<file path="src/hdl/sbma_pkg.sv">
// Package: constants and types for the system bus master arbiter
package sbma_pkg;

  localparam int unsigned NUM_MASTERS      = 3;
  localparam logic [1:0]  MASTER_CORE      = 2'h0;
  localparam logic [1:0]  MASTER_INTERNAL  = 2'h1;
  localparam logic [1:0]  MASTER_DMA       = 2'h2;

  localparam logic [3:0]  CTRL_ADDR        = 4'h0;
  localparam logic [3:0]  STATUS_ADDR      = 4'h1;

  localparam int unsigned BOOST_EN_BIT     = 25;
  localparam int unsigned WIDE_SEL_BIT     = 24;
  localparam int unsigned DMA_PRIO_LSB     = 20;
  localparam int unsigned CORE_PRIO_LSB    = 18;
  localparam int unsigned INT_PRIO_LSB     = 16;
  localparam int unsigned FIXED_MODE_BIT   = 14;
  localparam int unsigned TIMEOUT_EN_BIT   = 13;
  localparam int unsigned PARK_SEL_BIT     = 12;
  localparam int unsigned LOCK_EXP_LSB     = 8;
  localparam logic [31:0] CTRL_WRITE_MASK  = 32'h033F_7F00;
  localparam logic [31:0] CTRL_RESET       = 32'h0000_0000;

  localparam logic [1:0]  DEFAULT_PRIO_DMA  = 2'h2;
  localparam logic [1:0]  DEFAULT_PRIO_INT  = 2'h1;
  localparam logic [1:0]  DEFAULT_PRIO_CORE = 2'h0;
  localparam logic [1:0]  GRANT_RESET       = 2'h0;
  localparam int unsigned LOCK_CNT_W        = 16;
  localparam logic [LOCK_CNT_W-1:0] LOCK_CNT_RESET = 16'h0000;

  typedef struct packed {
    logic       boost_enable;
    logic       wide_select;
    logic [1:0] dma_prio;
    logic [1:0] core_prio;
    logic [1:0] int_prio;
    logic       fixed_mode;
    logic       timeout_enable;
    logic       park_highest;
    logic [3:0] lock_exp;
  } sbma_ctrl_type;

  typedef enum logic [1:0] {
    SBMA_IDLE    = 2'b00,
    SBMA_BUSY    = 2'b01,
    SBMA_ESCAL   = 2'b11
  } sbma_state_type;

endpackage

</file>
<file path="src/hdl/sbma_arbiter.sv">
// System bus master arbiter with control register port
//
// Functional notes
// - Three masters: DMA, internal, core
// - Bit 25 lets DMA boost priority
// - Bit 24 selects DMA counter width
// - Bits 21-20 hold DMA priority
// - Bits 19-18 hold core priority
// - Bits 17-16 hold internal master priority
// - Bit 14 picks fixed or round-robin
// - Bit 13 enables lock-out counting
// - Bit 12 picks idle park target
// - Lock-out limit is two to field
// - Default order: higher index ranks higher
// - Duplicate priorities fall back to default
// - Round-robin default; finisher drops to lowest
// - Fixed mode: winner holds until done
// - Timeout escalates to round-robin until clear
// - Round-robin ignores timeout settings
`timescale 1ns/1ps

module sbma_arbiter (
  input  wire logic        sys_clk_in,
  input  wire logic        rst_n_in,
  input  wire logic [3:0]  reg_addr_in,
  input  wire logic [31:0] reg_wdata_in,
  input  wire logic        reg_write_in,
  input  wire logic        reg_read_in,
  output logic      [31:0] reg_rdata_out,
  input  wire logic [2:0]  bus_request_in,
  input  wire logic [2:0]  transfer_done_in,
  input  wire logic        dma_boost_request_in,
  output logic      [2:0]  bus_grant_out,
  output logic      [1:0]  park_master_out,
  output logic             dma_count_wide_out
);

  // ----------------------------------------------------------------
  // Control register
  // ----------------------------------------------------------------
  logic [31:0] arbitration_control_q;
  sbma_pkg::sbma_ctrl_type ctrl;

  always_ff @(posedge sys_clk_in or negedge rst_n_in) begin
    if (!rst_n_in) begin
      arbitration_control_q <= sbma_pkg::CTRL_RESET;
    end else if (reg_write_in && reg_addr_in == sbma_pkg::CTRL_ADDR) begin
      arbitration_control_q <= reg_wdata_in & sbma_pkg::CTRL_WRITE_MASK;
    end
  end

  always_comb begin
    ctrl.boost_enable   = arbitration_control_q[sbma_pkg::BOOST_EN_BIT];
    ctrl.wide_select    = arbitration_control_q[sbma_pkg::WIDE_SEL_BIT];
    ctrl.dma_prio       = arbitration_control_q[sbma_pkg::DMA_PRIO_LSB +: 2];
    ctrl.core_prio      = arbitration_control_q[sbma_pkg::CORE_PRIO_LSB +: 2];
    ctrl.int_prio       = arbitration_control_q[sbma_pkg::INT_PRIO_LSB +: 2];
    ctrl.fixed_mode     = arbitration_control_q[sbma_pkg::FIXED_MODE_BIT];
    ctrl.timeout_enable = arbitration_control_q[sbma_pkg::TIMEOUT_EN_BIT];
    ctrl.park_highest   = arbitration_control_q[sbma_pkg::PARK_SEL_BIT];
    ctrl.lock_exp       = arbitration_control_q[sbma_pkg::LOCK_EXP_LSB +: 4];
  end

  // ----------------------------------------------------------------
  // Effective priorities
  // ----------------------------------------------------------------
  logic [1:0] prio [3];
  logic       prio_unique;

  always_comb begin
    prio_unique = (ctrl.dma_prio != ctrl.core_prio) && (ctrl.dma_prio != ctrl.int_prio)
                  && (ctrl.core_prio != ctrl.int_prio);
    if (prio_unique) begin
      prio[sbma_pkg::MASTER_DMA]      = ctrl.dma_prio;
      prio[sbma_pkg::MASTER_INTERNAL] = ctrl.int_prio;
      prio[sbma_pkg::MASTER_CORE]     = ctrl.core_prio;
    end else begin
      prio[sbma_pkg::MASTER_DMA]      = sbma_pkg::DEFAULT_PRIO_DMA;
      prio[sbma_pkg::MASTER_INTERNAL] = sbma_pkg::DEFAULT_PRIO_INT;
      prio[sbma_pkg::MASTER_CORE]     = sbma_pkg::DEFAULT_PRIO_CORE;
    end
  end

  // Highest requester by score; ties go to higher index
  function automatic logic [1:0] pick_best(input logic [2:0] req,
                                           input logic [2:0] s0,
                                           input logic [2:0] s1,
                                           input logic [2:0] s2);
    logic [1:0] best;
    logic [2:0] bs;
    logic       any;
    best = 2'h0;
    bs   = 3'h0;
    any  = 1'b0;
    if (req[2]) begin
      best = 2'h2;
      bs   = s2;
      any  = 1'b1;
    end
    if (req[1] && (!any || s1 > bs)) begin
      best = 2'h1;
      bs   = s1;
      any  = 1'b1;
    end
    if (req[0] && (!any || s0 > bs)) begin
      best = 2'h0;
    end
    return best;
  endfunction

  // ----------------------------------------------------------------
  // Shared state and helpers
  // ----------------------------------------------------------------
  localparam int unsigned LOCK_W = sbma_pkg::LOCK_CNT_W;

  logic [1:0]               rr_rank_q [3];
  logic [1:0]               rr_rank_d [3];
  logic [LOCK_W-1:0]        lock_cnt_q [3];
  logic [LOCK_W-1:0]        lock_cnt_d [3];
  logic [LOCK_W:0]          lock_limit;
  logic [2:0]               lock_hit;
  logic                     use_rr;
  logic [2:0]               boost;
  sbma_pkg::sbma_state_type state_q;
  sbma_pkg::sbma_state_type state_d;
  logic                     granted_q;
  logic                     granted_d;
  logic                     take_new;
  logic [1:0]               grant_idx_q;
  logic [1:0]               last_q;
  logic [1:0]               winner;
  logic                     done_now;
  logic                     any_request;
  logic                     escalate;
  logic [1:0]               highest;
  logic [31:0]              status_word;

  // Master index compare for counters, ranks and grant
  function automatic logic idx_match(input logic [1:0] idx, input int m);
    return idx == 2'(m);
  endfunction

  // ----------------------------------------------------------------
  // Lock-out counters
  // ----------------------------------------------------------------
  assign lock_limit = (LOCK_W+1)'(1) << ctrl.lock_exp;

  always_comb begin
    for (int i = 0; i < 3; i++) begin
      lock_hit[i] = ctrl.timeout_enable && ({1'b0, lock_cnt_q[i]} >= lock_limit);
    end
  end

  always_comb begin
    for (int i = 0; i < 3; i++) begin
      if (!ctrl.fixed_mode || !ctrl.timeout_enable || !bus_request_in[i]
          || (granted_q && idx_match(grant_idx_q, i))) begin
        lock_cnt_d[i] = sbma_pkg::LOCK_CNT_RESET;
      end else if (lock_cnt_q[i] != {LOCK_W{1'b1}}) begin
        lock_cnt_d[i] = lock_cnt_q[i] + 1'b1;
      end else begin
        lock_cnt_d[i] = lock_cnt_q[i];
      end
    end
  end

  always_ff @(posedge sys_clk_in or negedge rst_n_in) begin
    if (!rst_n_in) begin
      for (int i = 0; i < 3; i++) begin
        lock_cnt_q[i] <= sbma_pkg::LOCK_CNT_RESET;
      end
    end else begin
      lock_cnt_q <= lock_cnt_d;
    end
  end

  // ----------------------------------------------------------------
  // Round-robin rank
  // ----------------------------------------------------------------
  always_comb begin
    for (int i = 0; i < 3; i++) begin
      if (!done_now) begin
        rr_rank_d[i] = rr_rank_q[i];
      end else if (idx_match(grant_idx_q, i)) begin
        rr_rank_d[i] = 2'h0;
      end else if (rr_rank_q[i] < rr_rank_q[grant_idx_q]) begin
        rr_rank_d[i] = rr_rank_q[i] + 2'h1;
      end else begin
        rr_rank_d[i] = rr_rank_q[i];
      end
    end
  end

  always_ff @(posedge sys_clk_in or negedge rst_n_in) begin
    if (!rst_n_in) begin
      rr_rank_q[0] <= sbma_pkg::DEFAULT_PRIO_CORE;
      rr_rank_q[1] <= sbma_pkg::DEFAULT_PRIO_INT;
      rr_rank_q[2] <= sbma_pkg::DEFAULT_PRIO_DMA;
    end else begin
      rr_rank_q <= rr_rank_d;
    end
  end

  // ----------------------------------------------------------------
  // Winner selection
  // ----------------------------------------------------------------
  // Timeout only matters in fixed mode
  assign use_rr      = !ctrl.fixed_mode || (state_q == sbma_pkg::SBMA_ESCAL);
  assign boost       = {ctrl.boost_enable && dma_boost_request_in, 2'b00};
  assign any_request = |bus_request_in;
  assign done_now    = granted_q && transfer_done_in[grant_idx_q];

  always_comb begin
    if (use_rr) begin
      winner = pick_best(bus_request_in, {boost[0], rr_rank_q[0]},
                         {boost[1], rr_rank_q[1]}, {boost[2], rr_rank_q[2]});
    end else begin
      winner = pick_best(bus_request_in, {boost[0], prio[0]},
                         {boost[1], prio[1]}, {boost[2], prio[2]});
    end
  end

  // ----------------------------------------------------------------
  // Escalation state
  // ----------------------------------------------------------------
  assign escalate = (|lock_hit) && ctrl.fixed_mode;

  always_comb begin
    case (state_q)
      sbma_pkg::SBMA_IDLE: begin
        if (escalate) begin
          state_d = sbma_pkg::SBMA_ESCAL;
        end else if (any_request) begin
          state_d = sbma_pkg::SBMA_BUSY;
        end else begin
          state_d = sbma_pkg::SBMA_IDLE;
        end
      end
      sbma_pkg::SBMA_BUSY: begin
        if (escalate) begin
          state_d = sbma_pkg::SBMA_ESCAL;
        end else if (!any_request) begin
          state_d = sbma_pkg::SBMA_IDLE;
        end else begin
          state_d = sbma_pkg::SBMA_BUSY;
        end
      end
      sbma_pkg::SBMA_ESCAL: begin
        if (!escalate) begin
          state_d = sbma_pkg::SBMA_BUSY;
        end else begin
          state_d = sbma_pkg::SBMA_ESCAL;
        end
      end
      default: state_d = sbma_pkg::SBMA_IDLE;
    endcase
  end

  always_ff @(posedge sys_clk_in or negedge rst_n_in) begin
    if (!rst_n_in) begin
      state_q <= sbma_pkg::SBMA_IDLE;
    end else begin
      state_q <= state_d;
    end
  end

  // ----------------------------------------------------------------
  // Grant tenure and parking
  // ----------------------------------------------------------------
  assign highest   = pick_best(3'b111, {1'b0, prio[0]}, {1'b0, prio[1]}, {1'b0, prio[2]});
  assign granted_d = (granted_q && !done_now) || any_request;
  assign take_new  = any_request && !(granted_q && !done_now);

  always_ff @(posedge sys_clk_in or negedge rst_n_in) begin
    if (!rst_n_in) begin
      granted_q <= 1'b0;
    end else begin
      granted_q <= granted_d;
    end
  end

  always_ff @(posedge sys_clk_in or negedge rst_n_in) begin
    if (!rst_n_in) begin
      grant_idx_q <= sbma_pkg::GRANT_RESET;
    end else if (take_new) begin
      grant_idx_q <= winner;
    end
  end

  always_ff @(posedge sys_clk_in or negedge rst_n_in) begin
    if (!rst_n_in) begin
      last_q <= sbma_pkg::GRANT_RESET;
    end else if (take_new) begin
      last_q <= winner;
    end
  end

  // ----------------------------------------------------------------
  // Outputs
  // ----------------------------------------------------------------
  always_ff @(posedge sys_clk_in or negedge rst_n_in) begin
    if (!rst_n_in) begin
      bus_grant_out <= 3'h0;
    end else begin
      for (int i = 0; i < 3; i++) begin
        bus_grant_out[i] <= granted_q && idx_match(grant_idx_q, i);
      end
    end
  end

  always_ff @(posedge sys_clk_in or negedge rst_n_in) begin
    if (!rst_n_in) begin
      park_master_out <= sbma_pkg::GRANT_RESET;
    end else begin
      park_master_out <= ctrl.park_highest ? highest : last_q;
    end
  end

  always_ff @(posedge sys_clk_in or negedge rst_n_in) begin
    if (!rst_n_in) begin
      dma_count_wide_out <= 1'b0;
    end else begin
      dma_count_wide_out <= ctrl.wide_select;
    end
  end

  // ----------------------------------------------------------------
  // Read port
  // ----------------------------------------------------------------
  assign status_word = {24'h00_0000, state_q, granted_q, grant_idx_q, lock_hit};

  always_ff @(posedge sys_clk_in or negedge rst_n_in) begin
    if (!rst_n_in) begin
      reg_rdata_out <= 32'h0000_0000;
    end else if (!reg_read_in) begin
      reg_rdata_out <= 32'h0000_0000;
    end else begin
      case (reg_addr_in)
        sbma_pkg::CTRL_ADDR:   reg_rdata_out <= arbitration_control_q;
        sbma_pkg::STATUS_ADDR: reg_rdata_out <= status_word;
        default:               reg_rdata_out <= 32'h0000_0000;
      endcase
    end
  end

  // Internal master priority limit is left to software

endmodule

</file>
<file path="config.mk">
export PLATFORM = sky130hd
export DESIGN_NAME = sbma_arbiter
export DESIGN_NICKNAME = d
export VERILOG_FILES = /design/src/hdl/sbma_pkg.sv /design/src/hdl/sbma_arbiter.sv
export SDC_FILE = /design/constraint.sdc
export NUM_CORES = 1
export LEC_CHECK = 0
export BUFFER_PORTS_ARGS = -buffer_cell sky130_fd_sc_hd__buf_4
export CAP_MARGIN = 20
export CORE_MARGIN = 2
export CORE_UTILIZATION = 50
export CTS_CLUSTER_DIAMETER = 50
export DETAILED_ROUTE_END_ITERATION = 7
export PLACE_DENSITY = 0.74
export SETUP_SLACK_MARGIN = 0.05
export SLEW_MARGIN = 10
export SYNTH_ARGS = -nofsm -noshare
export SYNTH_HDL_FRONTEND = slang
export SYNTH_SLANG_ARGS = --single-unit
</file>
<file path="constraint.sdc">
create_clock -name sys_clk_in -period 4.3 [get_ports sys_clk_in]
set_input_delay 0.43 -clock sys_clk_in [delete_from_list [all_inputs] [get_ports sys_clk_in]]
set_output_delay 0.43 -clock sys_clk_in [all_outputs]
set_load 0.02 [all_outputs]
</file>
==> reports/results.txt, run 1 <==
Area Growth Syn to Fin: 13.1%
final slew viol count: 0
Setup Buffers After CTS: 0
Worst-path clk slew: 0.08 ns
PnR Total Power: 3010 uW
gpl congestion: 0.885
Die Span X: 117 um
worst r2r src: arbitration_control_q[19]
TNS Setup: 0 ns
antenna fix cells: 0
Crit. End Element: flip-flop
Core Util, Final: 57.6%
placed inst area: 0.00693 mm2
DP HPWL: 11100 um
WL per Instance: 16.6 um
combinational power share: 32.9%
Clk pwr share: 26.8%
Seq pwr share: 40.3%
root buffer cell: clkbuf_16
synthesized area per cell: 9.72 um2
area of the multi-input gates: 0.00361 mm2
nets: 824
Total GRT Usage: 23.1%
initial core utilization: 51.0%
status: finished, final reports clean
Post-Syn Area: 0.00638 mm2
I/O pins: 85
total leakage power: 0.00340 uW
Netlist cell types: 60
vias per inst: 5.67
vias in the first global route: 5058
vias: 5027
Final period util: 87.5%
initial antenna violation count: 0
largest net degree at the start of global routing: 73
CP max FO: 7
Setup Skew: 0.0105 ns
drt pass-1 iters: 6
Mapped Cells: 656
worst vdd ir: 0.337 mV
FFs w/ async S/R, synth: 100%
Yosys reg bits: 103
drt drc: 0
post-route ant nets: 0
Die ar.: 0.0137 mm2
first-pass GRT wire length: 24400 um
clock buffer depth: 2
cell row count: 41
P_sw: 1090 uW
Reg2Reg Capture Point: grant_idx_q[0]
startpoint types: flip-flop
Highest Clock Rate: 266 MHz
Num CTS Buffers: 9
drt total wl: 14800 um
Clock Latency Late Sink: 0.36 ns
final setup fails: 0
1st-iter DRT viols: 305
power density cells: 417 mW/mm2
worst hold-check path type: primary input to async pin
endpoints failing hold: 0
total global routing overflow: 0
CTS sink cnt: 103
PortBufs: 58
critical path required time: 4.58 ns
FF-to-FF path depth: 18
cts-stage hold buffer count: 0
Design Area, Final: 0.00721 mm2
WS Path Type: flip-flop to flip-flop
CTS tree: built
post-CTS sizing: 0
Pint: 1920 uW
RSZ-0062 raised after global routing: false
critical path arrival: 4.04 ns
post-synthesis sequential area ratio: 40.4%
maxcap violations: 0
minimum clock period: 3.76 ns
H-tree levels: 3
EDFF count, synth: 0
worst rel slew slack: 40.9%
register area: 0.00258 mm2
Die Y: 117 um
reg-to-reg slack, setup: 0.54 ns
Hold WS: 0.198 ns
Core Footprint: 0.0125 mm2
Tightest Pin Transition: 0.887 ns
Ys Warns: 0
Synth Flop Type: dfrtp_1
FILL cells: 1150
switching part of the total: 36.1%
share of post-route cells with drive strength above 1: 15.2%
[power by group through the flow]
stage | registers [uW] | logic, uW | clock network, uW
6_report | 1210 | 992 | 806
2_1_floorplan | 1190 | 747 | 0
5_1_grt | 1230 | 1120 | 858
4_1_cts | 1210 | 989 | 827
3_5_place_dp | 1230 | 980 | 0
3_3_place_gp | 1220 | 930 | 0
[cell usage after synthesis, drive strengths merged (2+ instances only)]
| master | count | area share (%) |
|---|---|---|
| a211oi | 7 | 0.82 |
| nor3b | 4 | 0.47 |
| a21oi | 28 | 2.4 |
| o211ai | 5 | 0.59 |
| o21a | 4 | 0.47 |
| nor2 | 63 | 3.7 |
| a31oi | 4 | 0.49 |
| a21boi | 3 | 0.35 |
| or3 | 5 | 0.49 |
| o22ai | 4 | 0.39 |
| nand3 | 39 | 3.3 |
| xor2 | 31 | 4.3 |
| xnor2 | 7 | 0.96 |
| o21ai | 23 | 1.8 |
| nor3 | 13 | 1.0 |
| inv | 18 | 1.1 |
| nand2b | 7 | 0.69 |
| mux2 | 18 | 3.2 |
| and3 | 14 | 1.4 |
| o2bb2ai | 3 | 0.41 |
| nand2 | 56 | 3.3 |
| or3b | 2 | 0.27 |
| and4 | 3 | 0.45 |
| ha | 67 | 13 |
| a21o | 5 | 0.59 |
| mux2i | 12 | 1.9 |
| a211o | 2 | 0.27 |
| clkbuf | 11 | 0.67 |
| nand4 | 20 | 2.2 |
| dfstp | 2 | 0.82 |
| nor4 | 4 | 0.86 |
| and2 | 28 | 2.7 |
| nor2b | 15 | 1.6 |
| buf | 15 | 1.8 |
| dfrtp | 101 | 40 |
[routing by layer]
metal / up-vias / global-route usage [%] / wire length (um)
met2: 134 / 40.0 / 7420
met1: 2453 / 27.7 / 6210
li1: 2421 / - / -
met5: - / 0 / 0
met4: 0 / 6.12 / 240
met3: 19 / 7.57 / 888
[layout make-up]
type                    instances  area share, %
multi-input cells             517           50.0
well taps                     172           2.98
repair buffers                 61           6.35
clock buffers                   9           3.12
flip-flops and latches        103           35.8
clock inverters                 7          0.850
inverters                      18          0.937
[cells in the final DEF (no fill, tap or decap), drive strengths merged, types with 13 or more instances in the layout]
cell / n
nand2: 56
nor2: 63
xor2: 31
a21oi: 28
dfrtp: 101
ha: 67
nand4: 20
nor2b: 15
and2: 28
buf: 61
nor3: 13
inv: 22
o21ai: 23
nand3: 39
mux2: 18
and3: 14
[how the worst max path moves through the flow]
stage,startpoint,endpoint,slack (ns),cells past startpoint
2_1_floorplan,arbitration_control_q[19],grant_idx_q[0],0.79,17
3_3_place_gp,arbitration_control_q[19],grant_idx_q[1],0.73,18
3_5_place_dp,arbitration_control_q[19],grant_idx_q[0],0.55,18
4_1_cts,arbitration_control_q[19],grant_idx_q[0],0.53,18
5_1_grt,arbitration_control_q[20],grant_idx_q[0],0.11,18
6_report,arbitration_control_q[19],grant_idx_q[0],0.54,18
[registers in the layout, summed over array words and instances (netlist names), named ones only]
name / count
lock_cnt_q: 48
reg_rdata_out: 23
arbitration_control_q: 15
rr_rank_q: 6
bus_grant_out: 3
grant_idx_q: 2
park_master_out: 2
dma_count_wide_out: 1
granted_q: 1
state_q: 1
[through the flow]
stage	setup slack, ns	std cells
6_report	0.539	887
5_1_grt	0.108	887
4_1_cts	0.535	887
3_5_place_dp	0.553	871
3_3_place_gp	0.728	871
2_1_floorplan	0.794	664
[critical path: stages (launching register included)]
cell and delay (ns):
dfrtp_1 0.45, xor2_1 0.19, o22ai_1 0.22, a21oi_2 0.09
nor2b_1 0.18, nand2b_1 0.18, ha_1 0.31, nor2b_1 0.13
o211ai_1 0.08, a21boi_0 0.18, buf_4 0.16, mux2_2 0.34
ha_1 0.28, nor2b_1 0.13, o211a_1 0.19, o21ai_0 0.18
and3_1 0.19, a31oi_1 0.04, o21ai_0 0.18
[cells by family after synthesis]
family / count (synthesis) / share of synthesized area [%]
AOI/OAI and AO/OA: 98 / 9.98
xor gates and xnor gates: 38 / 5.22
adders and majority gates: 67 / 13.1
buffers and inverters: 44 / 3.49
DFF: 103 / 40.4
muxes: 30 / 5.06
other: 1 / 0.0588
and+or+nand+nor: 275 / 22.6
(Power assumes the default switching activity.)
==> run 2: changes to the inputs <==
PLACE_DENSITY = 0.68   (was 0.74)
==> run 2 against run 1 <==
Effect of this change:
- total power grew 1.9%
- first-iteration DRC count grew 26%
- hold slack worse by 0.061 ns
- cell count unchanged
- global-route usage is 0.48 points lower
- routed wire length fell by 0.43%
- register-to-register slack worse by 0.06 ns
- non-clock buffer count stayed put
- utilization increased by 0.15 points
- cell area is 0.26% higher
- sequential share of layout area is 0.093 points lower
- largest power group unchanged
- highest routed layer unchanged
==> reports/results.txt, run 2 (synthesized netlist as in run 1, its figures left out) <==
antenna fix cells: 0
Clock Latency Late Sink: 0.36 ns
final slew viol count: 0
cts-stage hold buffer count: 0
CTS tree: built
area of the multi-input gates: 0.00361 mm2
Highest Clock Rate: 262 MHz
Core Footprint: 0.0125 mm2
startpoint types: flip-flop
Reg2Reg Capture Point: grant_idx_q[0]
endpoints failing hold: 0
Final period util: 88.9%
post-CTS sizing: 0
WS Path Type: flip-flop to flip-flop
largest net degree at the start of global routing: 61
Setup Buffers After CTS: 0
Top reg by flops: lock_cnt_q
worst rel slew slack: 45.2%
final worst slack: 0.479 ns
Area Growth Syn to Fin: 13.4%
vias per inst: 5.67
GRT met3 Usage: 6.08%
I/O pins: 85
most frequent cells in the layout: dfrtp_1, ha_1, nor2_1
FILL cells: 1121
reg-to-reg slack, setup: 0.48 ns
nets: 824
biggest regs: lock_cnt_q: 48 flops, reg_rdata_out: 23 flops, arbitration_control_q: 15 flops
total leakage power: 0.00340 uW
Setup Skew: 0.00530 ns
max reg flops: 48
FF-to-FF path depth: 17
initial antenna violation count: 0
crit path capture: grant_idx_q[0]
gpl congestion: 0.871
power density cells: 424 mW/mm2
root buffer cell: clkbuf_16
TNS Setup: 0 ns
met1 usage: 27.7%
Placed Cells: 871
1st-iter DRT viols: 384
first-pass GRT wire length: 23600 um
Core Util, Final: 57.8%
Crit. End Element: flip-flop
clock buffer depth: 2
worst vdd ir: 0.314 mV
drt pass-1 iters: 5
H-tree levels: 3
final setup fails: 0
status: finished, final reports clean
worst stage delay on the critical path: 0.45 ns
register area: 0.00258 mm2
CP max FO: 7
worst r2r src: arbitration_control_q[20]
Die ar.: 0.0137 mm2
vias in the first global route: 4867
Top Usage Layer GRT: met2
vias: 5025
Die Span X: 117 um
drt drc: 0
PortBufs: 58
DP HPWL: 11000 um
minimum clock period: 3.82 ns
Tightest Pin Transition: 0.820 ns
commonest non-fill, non-tap cell in the layout: dfrtp_1
critical path arrival: 4.10 ns
RSZ-0062 raised after global routing: false
final cell count without fillers: 887
share of post-route cells with drive strength above 1: 15.1%
CTS sink cnt: 103
met2 usage: 38.4%
total global routing overflow: 0
CP Cell Sequence: xor2_1, o22ai_1, a21oi_2, nor2b_1, nand2b_1, ha_1, nand2_1, o211ai_1, a21boi_0, mux2_2, ha_1, nor2b_1, o211a_1, o21ai_0, and3_1, a31oi_1, o21ai_0
Die Y: 117 um
Total GRT Usage: 22.6%
crit path launch: arbitration_control_q[20]
worst hold-check path type: primary input to async pin
post-route ant nets: 0
WL per Instance: 16.6 um
drt total wl: 14700 um
initial core utilization: 51.0%
maxcap violations: 0
slowest cell on the critical path: dfrtp_1
critical path required time: 4.58 ns
Num CTS Buffers: 9
pre-CTS WS: 0.538 ns
cell row count: 41
Hold WS: 0.137 ns
Worst-path clk slew: 0.08 ns
==> run 2: cell count changes in the layout (fill, tap and decap cells not counted), sizes merged <==
cell	change
inv	-1
clkinv	-2
bufinv	+1
clkinvlp	+1
clkbuf	+1
==> run 2: report_power, final <==
part	switching, uW	internal (uW)
combinational	552	446
sequential	136	1070
clock	400	462
==> run 2: per-stage QoR <==
step,power (uW),area (um2)
2_1_floorplan,1940,6410
3_3_place_gp,2160,6930
3_5_place_dp,2220,6930
4_1_cts,3090,7230
5_1_grt,3270,7230
6_report,3070,7230
==> run 2: cell type report <==
| class | instances | share of cell area, % |
|---|---|---|
| clock inverters | 6 | 1.06 |
| repair buffers | 61 | 6.33 |
| well taps | 172 | 2.98 |
| flip-flops and latches | 103 | 35.7 |
| clock buffers | 10 | 3.17 |
| inverters | 18 | 0.934 |
| multi-input cells | 517 | 49.9 |
==> run 2: worst min-delay path by stage <==
stage                               to                       from  slack [ns]
floorplan                    async pin                   rst_n_in        0.13
global placement    dma_count_wide_out  arbitration_control_q[24]        0.37
detailed placement  dma_count_wide_out  arbitration_control_q[24]        0.38
CTS                     lock_cnt_q[25]                   rst_n_in        0.16
global route            lock_cnt_q[25]                   rst_n_in        0.20
finish                  lock_cnt_q[25]                   rst_n_in        0.14
==> run 2: critical path, delay by kind of cell, from the launching register on <==
kind	cells	cell delay [ns]
AO/OA/AOI/OAI	8	1.34
AND/OR/NAND/NOR	5	0.85
adder cells (fa/ha/maj)	2	0.53
flip-flops	1	0.45
multiplexers	1	0.37
XOR/XNOR	1	0.19
==> run 2: routing by layer <==
layer	up-vias	part of all wire, %
met5	-	0
met2	147	49
met3	30	5.9
li1	2415	-
met1	2433	43
met4	0	2.4
==> run 3: changes to the inputs <==
CTS_BUF_LIST = sky130_fd_sc_hd__clkbuf_4 sky130_fd_sc_hd__clkbuf_8   (was unset)
==> run 3 against run 2 <==
Effect of this change:
- sequential power about the same
- combinational power about the same
- global-route usage about the same
- cell area decreased by 1.3%
- fmax decreased by 0.15%
- non-clock buffer count unchanged
- utilization decreased by 0.78 points
- flip-flop and latch count unchanged
- total power decreased by 6.6%
- clock-buffer cell count unchanged
- highest routed layer unchanged
==> reports/results.txt, run 3 (synthesized netlist as in run 1, its figures left out) <==
Tightest Pin Transition: 0.828 ns
Highest Clock Rate: 261 MHz
first-pass GRT wire length: 23600 um
drt drc: 0
Placed Cells: 871
max reg flops: 48
endpoints failing hold: 0
I/O pins: 85
total leakage power: 0.00336 uW
total global routing overflow: 0
Num CTS Buffers: 9
PortBufs: 58
commonest non-fill, non-tap cell in the layout: dfrtp_1
WS Path Type: flip-flop to flip-flop
vias: 5001
GRT met3 Usage: 6.85%
share of post-route cells with drive strength above 1: 15.2%
1st-iter DRT viols: 373
final slew viol count: 0
minimum clock period: 3.83 ns
Hold WS: 0.104 ns
DP HPWL: 11000 um
cell row count: 41
drt total wl: 14700 um
most frequent cells in the layout: dfrtp_1, ha_1, nor2_1
Die Y: 117 um
Clock Latency Late Sink: 0.39 ns
root buffer cell: clkbuf_8
Die Span X: 117 um
status: finished, final reports clean
vias in the first global route: 4863
Reg2Reg Capture Point: grant_idx_q[0]
worst vdd ir: 0.295 mV
placed inst area: 0.00693 mm2
Final period util: 89.0%
initial core utilization: 51.0%
gpl congestion: 0.871
antenna fix cells: 0
final cell count without fillers: 887
Total GRT Usage: 22.6%
nets: 824
met1 usage: 27.8%
final setup fails: 0
Area Growth Syn to Fin: 11.8%
Worst-path clk slew: 0.11 ns
critical path required time: 4.62 ns
Top reg by flops: lock_cnt_q
Design Area, Final: 0.00713 mm2
Core Footprint: 0.0125 mm2
CP max FO: 7
startpoint types: flip-flop
critical path arrival: 4.14 ns
power density cells: 401 mW/mm2
CTS sink cnt: 103
H-tree levels: 3
maxcap violations: 0
met2 usage: 38.0%
worst hold-check path type: primary input to async pin
WL per Instance: 16.6 um
drt pass-1 iters: 5
Setup Buffers After CTS: 0
clock buffer depth: 2
cts-stage hold buffer count: 0
CTS tree: built
worst rel slew slack: 44.3%
Setup Skew: 0.0109 ns
post-CTS sizing: 0
largest net degree at the start of global routing: 61
Top Usage Layer GRT: met2
biggest regs: lock_cnt_q: 48 flops, reg_rdata_out: 23 flops, arbitration_control_q: 15 flops
vias per inst: 5.64
RSZ-0062 raised after global routing: false
post-route ant nets: 0
FF-to-FF path depth: 17
worst r2r src: arbitration_control_q[20]
TNS Setup: 0 ns
PnR Total Power: 2860 uW
Crit. End Element: flip-flop
reg-to-reg slack, setup: 0.47 ns
initial antenna violation count: 0
Die ar.: 0.0137 mm2
==> run 3: cell counts in the layout (fill, tap and decap cells not counted) <==
No cell type changed its count.
==> run 3: through the flow <==
stage	worst slack, ns	util (%)
final	0.474	57.0
after global routing	0.208	57.0
after CTS	0.526	57.0
after detailed placement	0.538	55.3
after global placement	0.737	55.3
after floorplan	0.794	-
==> run 3: report_power, final <==
part | internal [uW] | switching, uW
combinational | 446 | 551
sequential | 1070 | 138
clock | 286 | 373
total | 1800 | 1060
==> run 3: how the worst max path moves through the flow <==
stage / startpoint / to / slack [ns] / cells past startpoint
4_1_cts: arbitration_control_q[20] / grant_idx_q[0] / 0.53 / 17
3_5_place_dp: arbitration_control_q[20] / grant_idx_q[1] / 0.54 / 17
6_report: arbitration_control_q[20] / grant_idx_q[0] / 0.47 / 17
2_1_floorplan: arbitration_control_q[19] / grant_idx_q[0] / 0.79 / 17
5_1_grt: arbitration_control_q[17] / grant_idx_q[0] / 0.21 / 17
3_3_place_gp: arbitration_control_q[20] / grant_idx_q[0] / 0.74 / 17
==> run 3: routing by layer <==
metal / part of all wire [%] / vias up
li1: - / 2420
met5: 0 / -
met2: 49 / 125
met4: 2.4 / 0
met3: 5.1 / 26
met1: 43 / 2430
==> run 3: worst max-delay path: stages, from the launching register on <==
cell and delay [ns]:
dfrtp_1 0.46, xor2_1 0.19, o22ai_1 0.10, a21oi_2 0.22
nor2b_1 0.26, nand2b_1 0.18, ha_1 0.25, nand2_1 0.08
o211ai_1 0.07, a21boi_0 0.30, mux2_2 0.37, ha_1 0.28
nor2b_1 0.13, o211a_1 0.22, o21ai_0 0.21, and3_1 0.20
a31oi_1 0.05, o21ai_0 0.18
==> run 3: final cells by class <==
type                            instances  area, um2
Fill cell                            1132       5380
Multi-Input combinational cell        517       3610
Sequential cell                       103       2580
Timing Repair Buffer                   61        458
Tap cell                              172        215
Clock buffer                           10        131
Clock inverter                          6       76.3
Inverter                               18       67.6
